## config.mk

```make
export PLATFORM = sky130hd
export DESIGN_NAME = mxb_core
export DESIGN_NICKNAME = d
export VERILOG_FILES = /design/src/include/mxb_pkg.sv /design/src/design/mxb_core.sv
export SDC_FILE = /design/constraint.sdc
export NUM_CORES = 1
export LEC_CHECK = 0
export ABC_AREA = 0
export BUFFER_PORTS_ARGS = -buffer_cell sky130_fd_sc_hd__buf_2
export CORE_MARGIN = 2
export CORE_UTILIZATION = 50
export CTS_BUF_LIST = sky130_fd_sc_hd__clkbuf_4
export DETAILED_ROUTE_END_ITERATION = 8
export PLACE_DENSITY = 0.71
export SLEW_MARGIN = 20
export SYNTH_ARGS = -nofsm -noshare
export SYNTH_HDL_FRONTEND = slang
export SYNTH_SLANG_ARGS = --single-unit
export TNS_END_PERCENT = 5
```

## constraint.sdc

```tcl
create_clock -name i_sys_clk -period 5.6 [get_ports i_sys_clk]
set_clock_uncertainty 0.15 [all_clocks]
set_input_delay 1.12 -clock i_sys_clk [delete_from_list [all_inputs] [get_ports i_sys_clk]]
set_output_delay 1.12 -clock i_sys_clk [all_outputs]
set_load 0.02 [all_outputs]
```

## src/include/mxb_pkg.sv

```systemverilog
package mxb_pkg;

    // ----------------------------------------
    // Control word layout
    // ----------------------------------------
    localparam int OP_HI = 3;
    localparam int OP_LO = 0;
    localparam int SEL_BIT = 3;
    localparam int F1_HI = 7;
    localparam int F1_LO = 4;
    localparam int F2_HI = 15;
    localparam int F2_LO = 8;

    // ----------------------------------------
    // Opcodes (bits 0..3 of the control word)
    // ----------------------------------------
    localparam logic [3:0] OPC_XOR_STORE = 4'he;
    localparam logic [3:0] OPC_XOR_NOSTORE = 4'hf;
    localparam logic [3:0] OPC_BRANCH_0 = 4'h2;
    localparam logic [3:0] OPC_BRANCH_1 = 4'h3;

    // ----------------------------------------
    // Condition selects (bit 0 + field one, as printed minus 20)
    // ----------------------------------------
    localparam logic [4:0] CS_ZERO = 5'h00;
    localparam logic [4:0] CS_NO_CARRY = 5'h01;
    localparam logic [4:0] CS_HW_ERROR = 5'h02;
    localparam logic [4:0] CS_FEATURE = 5'h03;
    localparam logic [4:0] CS_PARITY = 5'h04;
    localparam logic [4:0] CS_NO_END_A = 5'h05;
    localparam logic [4:0] CS_SELECT_OUT = 5'h06;
    localparam logic [4:0] CS_DATA_CHECK = 5'h07;
    localparam logic [4:0] CS_ADDR_OUT = 5'h08;
    localparam logic [4:0] CS_CMD_OUT = 5'h09;
    localparam logic [4:0] CS_SERVICE = 5'h0d;
    localparam logic [4:0] CS_DREG_BASE = 5'h10;
    localparam logic [4:0] CS_OPER_IN = 5'h18;
    localparam logic [4:0] CS_NO_END_B = 5'h1e;
    localparam logic [4:0] CS_OVERRUN = 5'h1f;

    // ----------------------------------------
    // Reset values and page forcing
    // ----------------------------------------
    localparam logic [7:0] IC_HIGH_RST = 8'h00;
    localparam logic [7:0] IC_LOW_RST = 8'h00;
    localparam logic [7:0] FEATURE_PAGE = 8'h04;

    typedef struct packed {
        logic [7:0] field2;
        logic [3:0] field1;
        logic [3:0] opcode;
    } mxb_word_t;

    // Channel tag inputs, both channels
    typedef struct packed {
        logic addr_out_a;
        logic addr_out_b;
        logic cmd_out_a;
        logic cmd_out_b;
        logic oper_in_a;
        logic oper_in_b;
        logic svc_in;
        logic svc_out;
    } mxb_tags_t;

endpackage

```

## src/design/mxb_core.sv

```systemverilog
`timescale 1ns/1ps
module mxb_core (
    // Clock and reset
    input wire logic i_sys_clk,
    input wire logic i_rstn,
    // Control word, valid while i_exec is high
    input wire mxb_pkg::mxb_word_t i_word,
    input wire logic i_exec,
    // Data path
    input wire logic [7:0] i_a_load,
    input wire logic i_a_load_en,
    input wire logic [7:0] i_lsb_wdata,
    input wire logic [3:0] i_lsb_waddr,
    input wire logic i_lsb_we,
    // Pins from outside the clock domain
    input wire mxb_pkg::mxb_tags_t i_tags,
    input wire logic i_hw_error,
    input wire logic i_parity_error,
    input wire logic i_end_pending_a,
    input wire logic i_end_pending_b,
    input wire logic i_tape_op,
    input wire logic i_write_op,
    input wire logic i_data_check,
    input wire logic i_overrun,
    input wire logic i_clock_b_group,
    input wire logic i_data_end_writing,
    input wire logic i_select_out,
    input wire logic [31:0] i_other_cond,
    // Strap: two-channel or NRZI feature installed
    input wire logic i_feature_present,
    // Outputs
    output logic [7:0] o_a_reg,
    output logic [7:0] o_d_bus,
    output logic o_hilo_latch,
    output logic o_carry,
    output logic [7:0] o_instr_counter_high,
    output logic [7:0] o_instr_counter_low,
    output logic [7:0] o_control_store_addr,
    output logic o_branch_taken,
    output logic [7:0] o_lsb_rdata
);

    // ----------------------------------------
    // Synchronisers
    // ----------------------------------------
    localparam int NS = 20;
    logic [NS-1:0] sync1;
    logic [NS-1:0] sync2;
    logic [NS-1:0] pins;
    assign pins = {i_tags, i_hw_error, i_parity_error, i_end_pending_a, i_end_pending_b,
                   i_tape_op, i_write_op, i_data_check, i_overrun, i_clock_b_group,
                   i_data_end_writing, i_select_out, i_feature_present};

    always_ff @(posedge i_sys_clk or negedge i_rstn) begin
        if (!i_rstn) begin
            sync1 <= '0;
            sync2 <= '0;
        end else begin
            sync1 <= pins;
            sync2 <= sync1;
        end
    end

    mxb_pkg::mxb_tags_t tags;
    logic s_hw_err, s_par, s_end_a, s_end_b, s_tape, s_write, s_dchk, s_ovr, s_clkb;
    logic s_dend, s_selo, s_feat;
    assign {tags, s_hw_err, s_par, s_end_a, s_end_b, s_tape, s_write, s_dchk, s_ovr,
            s_clkb, s_dend, s_selo, s_feat} = sync2;

    // ----------------------------------------
    // Decode
    // ----------------------------------------
    logic is_xor, is_xor_store, is_branch;
    logic [4:0] cond_sel;
    assign is_xor_store = i_exec && i_word.opcode == mxb_pkg::OPC_XOR_STORE;
    assign is_xor = i_exec && (i_word.opcode == mxb_pkg::OPC_XOR_STORE
                    || i_word.opcode == mxb_pkg::OPC_XOR_NOSTORE);
    assign is_branch = i_exec && (i_word.opcode == mxb_pkg::OPC_BRANCH_0
                       || i_word.opcode == mxb_pkg::OPC_BRANCH_1);
    // Opcode bit 0 is control word bit 0
    assign cond_sel = {i_word.opcode[0], i_word.field1};

    // ----------------------------------------
    // Local store and ALU
    // ----------------------------------------
    logic [7:0] lstore [16];
    logic [7:0] a_bus, b_bus, next_d;
    assign b_bus = lstore[i_word.field1];
    assign a_bus = o_a_reg | i_word.field2;
    assign next_d = a_bus ^ b_bus;

    // Store write: XOR store-back wins over the outside write port
    always_ff @(posedge i_sys_clk or negedge i_rstn) begin
        if (!i_rstn) begin
            for (int i = 0; i < 16; i++) begin
                lstore[i] <= 8'h00;
            end
        end else if (is_xor_store) begin
            lstore[i_word.field1] <= next_d;
        end else if (i_lsb_we) begin
            lstore[i_lsb_waddr] <= i_lsb_wdata;
        end
    end

    always_ff @(posedge i_sys_clk or negedge i_rstn) begin
        if (!i_rstn) begin
            o_lsb_rdata <= 8'h00;
        end else begin
            o_lsb_rdata <= lstore[i_lsb_waddr];
        end
    end

    // D bus holds until the next ALU operation
    always_ff @(posedge i_sys_clk or negedge i_rstn) begin
        if (!i_rstn) begin
            o_d_bus <= 8'h00;
            o_carry <= 1'b0;
        end else if (is_xor) begin
            o_d_bus <= next_d;
            o_carry <= 1'b0;
        end
    end

    always_ff @(posedge i_sys_clk or negedge i_rstn) begin
        if (!i_rstn) begin
            o_hilo_latch <= 1'b0;
        end else if (is_xor_store) begin
            o_hilo_latch <= i_word.field1[0];
        end
    end

    always_ff @(posedge i_sys_clk or negedge i_rstn) begin
        if (!i_rstn) begin
            o_a_reg <= 8'h00;
        end else if (is_xor) begin
            o_a_reg <= 8'h00;
        end else if (i_a_load_en && !is_branch) begin
            o_a_reg <= i_a_load;
        end
    end

    // ----------------------------------------
    // Condition select
    // ----------------------------------------
    logic cond_true;
    always_comb begin
        cond_true = i_other_cond[cond_sel];
        case (cond_sel)
            mxb_pkg::CS_ZERO: cond_true = o_d_bus == 8'h00;
            mxb_pkg::CS_NO_CARRY: cond_true = !o_carry;
            mxb_pkg::CS_HW_ERROR: cond_true = s_hw_err;
            mxb_pkg::CS_FEATURE: cond_true = s_feat;
            mxb_pkg::CS_PARITY: cond_true = s_par;
            mxb_pkg::CS_NO_END_A: cond_true = !s_end_a;
            mxb_pkg::CS_SELECT_OUT: cond_true = s_selo;
            mxb_pkg::CS_DATA_CHECK: cond_true = s_tape ? s_clkb : s_dchk;
            mxb_pkg::CS_ADDR_OUT: cond_true = tags.addr_out_a | tags.addr_out_b;
            mxb_pkg::CS_CMD_OUT: cond_true = tags.cmd_out_a | tags.cmd_out_b;
            mxb_pkg::CS_SERVICE: begin
                cond_true = s_write ? tags.svc_out : (tags.svc_in | tags.svc_out);
            end
            mxb_pkg::CS_OPER_IN: cond_true = tags.oper_in_a | tags.oper_in_b;
            mxb_pkg::CS_NO_END_B: cond_true = !s_end_b;
            mxb_pkg::CS_OVERRUN: cond_true = s_tape ? s_dend : s_ovr;
            default: begin
                if (cond_sel[4:3] == 2'b10) begin
                    cond_true = o_d_bus[cond_sel[2:0]];
                end
            end
        endcase
    end

    // ----------------------------------------
    // Instruction counter
    // ----------------------------------------
    logic taken;
    logic [15:0] ic_inc;
    assign taken = is_branch && cond_true;
    assign ic_inc = {o_instr_counter_high, o_instr_counter_low} + 16'h0001;

    always_ff @(posedge i_sys_clk or negedge i_rstn) begin
        if (!i_rstn) begin
            o_instr_counter_high <= mxb_pkg::IC_HIGH_RST;
            o_instr_counter_low <= mxb_pkg::IC_LOW_RST;
        end else if (taken) begin
            o_instr_counter_low <= i_word.field2;
            if (cond_sel == mxb_pkg::CS_FEATURE) begin
                o_instr_counter_high <= mxb_pkg::FEATURE_PAGE;
            end
        end else if (i_exec) begin
            {o_instr_counter_high, o_instr_counter_low} <= ic_inc;
        end
    end

    // Target bypasses the counter so the next fetch needs no extra cycle
    assign o_branch_taken = taken;
    assign o_control_store_addr = taken ? i_word.field2 : o_instr_counter_low;
endmodule

```

==> flow_summary.ini <==
[clock_network]
clock-sinks = 209
post_cts_buffers = 0
clock_latency_ps = 700
clockBufferDepth = 3
path_clk_slew_ps = 60
cts-root-buf = clkbuf_4
cts_resized = 0
ctsHoldBuffers = 0
cts_made_buffers = 55
cts_tree = done
h-tree-depth = 2

[yosys]
synth_area_sq_um = 11200
yosysTopAreaCell = dfrtp_1
synth_area_per_cell_sq_um = 11.7
yosysMostFrequentCell = dfrtp_1
syn_inst = 954
ys_ff_latch = 209
yosysWarnings = 0
synth_area_leaders = dfrtp_1, mux4_2, a22oi_1
ys_top_cells_by_count = dfrtp_1, nand2_1, mux4_2
seq_area_frac_synth = 0.468
ys_types = 65
synth_ff_type = dfrtp_1
ys_async_sr_fraction = 1.00
syn_nets = 1048
synth_top_area_frac = 0.468
synth-edff-count = 0

[grt]
grt_max_degree = 113
grt_pass1_vias = 9547
overflow = 0
antenna_found_initial = 6
grt_pass1_wl_um = 54100
globalRouteTotalUtil = 0.297

[cells_and_area]
largest-register = lstore
stdcell_area_sq_um = 12700
area_growth_pct = 13.8
nets = 1191
largest_register_ffs = 128
top_regs = lstore: 128 flops, sync1: 20 flops, sync2: 20 flops
layout-drive-gt1-share = 0.307

[placement]
place_congestion = 0.912
dpl-instance-area_sq_um = 12100
hpwl_um = 23800
io_buffers = 132

[route]
first_pass_iters = 7
avgRoutedWirePerCell_um = 24.6
num_vias = 9567
drc = 0
ant_nets = 0
drt_first_iter_violations = 1132
routed_wl_um = 34900
avgViaCountPerCell = 6.74

[floorplan]
placeableCoreArea_sq_um = 21900
io_pins = 144
initial_core_util = 0.510
die_h_um = 153
fp-row-count = 54
die_area_sq_um = 23600
die_w_um = 153

[worst_setup_path]
end_kind = output pin
worst-path-buf-inv = 2
cp.arrival_ps = 3690
critPathTopFamily = compound AO/OA/AOI/OAI gates
critPathKind = in2out
critical_path.max_stage_delay_ps = 470
start_kind = input pin
crit_top_cell = buf_2
crit_slowest_cell = buf_2
path_max_fanout = 27
path_cells = buf_2 -> nand2b_1 -> a211oi_1 -> a31oi_1 -> o311a_1 -> a2111oi_2 -> nand2_1 -> mux2_2 -> buf_2
worstPathRequired_ps = 4330

[pwr]
peakVddDrop_v = 0.000142
power_density_nw_per_um2 = 375
power.leakage_uw = 0.00547

[sta]
worstMarginPinSlew_ps = 1120
slew_viol_final = 0
rsz0062_at_grt = no
finalHoldViolCount = 0
tns_ps = 0
fin_crit_sh = 0.885
worst_hold_slack_ps = 194
fmax_mhz = 202
period_minus_slack_ps = 4960
slew_headroom = 0.251
setup_viol = 0

[run]
cap_violations = 0

[outcome]
status = finished, final reports clean

[worst_hold_path]
hp-class = reg2reg
==> area by class of cell <==
| type | instances | area, sq um |
|---|---|---|
| clock inverters | 16 | 63.8 |
| clock buffers | 79 | 593 |
| fillers | 1871 | 9170 |
| diodes | 4 | 10.0 |
| repair buffers | 153 | 842 |
| inverters | 11 | 41.3 |
| well taps | 280 | 350 |
| multi-input cells | 667 | 5590 |
| flip-flops and latches | 209 | 5230 |
==> cells by family (layout without fill, tap and decap cells) <==
family                   Yosys count  count (layout)  synth area share
AO/OA/AOI/OAI                    311             311             0.202
other                              1               5          0.000336
buffers and inverters             78             259            0.0321
multiplexers                      99              99             0.187
adder cells (fa/ha/maj)            1               1           0.00112
XOR/XNOR                           9               9           0.00706
flip-flops                       209             209             0.468
AND/OR/NAND/NOR                  246             246             0.103
==> power breakdown <==
part           internal [uW]  leakage [uW]  switching (uW)
clock network            644      0.000404             642
logic                    627       0.00247             786
registers               1810       0.00260             257
total                   3080       0.00547            1690
==> metal layers <==
layer	up-vias	part of all wire	track usage
li1	4081	-	-
met1	4714	0.38	0.408
met2	634	0.46	0.449
met3	136	0.12	0.0848
met4	2	0.041	0.125
met5	-	0.00029	0
==> per-stage QoR <==
step	power (uW)	cells	utilization	worst slack [ps]
floorplan	2960	954	-	1180
global placement	3430	1320	0.550	677
detailed placement	3470	1320	0.550	666
CTS	4760	1415	0.580	648
global route	5010	1419	0.581	448
finish	4770	1419	0.581	643
==> final timing paths <==
kind                                  from                      end  slack (ps)  cells after the start
worst max-delay path             i_word[7]  o_control_store_addr[2]         640                      9
worst min-delay path             sync1[11]                sync2[11]         190                      0
worst max register to register  o_d_bus[6]  o_instr_counter_high[6]        2540                      8
worst min register to register   sync1[11]                sync2[11]         190                      0
max in group asynchronous           i_rstn               lstore[51]        3870                      2
min in group asynchronous           i_rstn  o_instr_counter_high[5]         370                      1
==> cells in the final DEF, fill, tap and decap left out, types with 9 or more instances in the layout <==
master	instances
buf_4	21
clkinv_1	11
nor3_1	10
a21boi_1	10
a221o_1	25
nand2b_1	10
nor2_1	58
nand3_1	30
dfrtp_1	209
o221ai_1	31
buf_2	130
nand2_1	87
a22oi_1	71
clkbuf_4	79
a21oi_1	16
and2_1	14
xor2_1	9
o21ai_0	35
mux4_2	83
o21ai_1	65
Note: power is estimated with default switching activity, not from simulation.
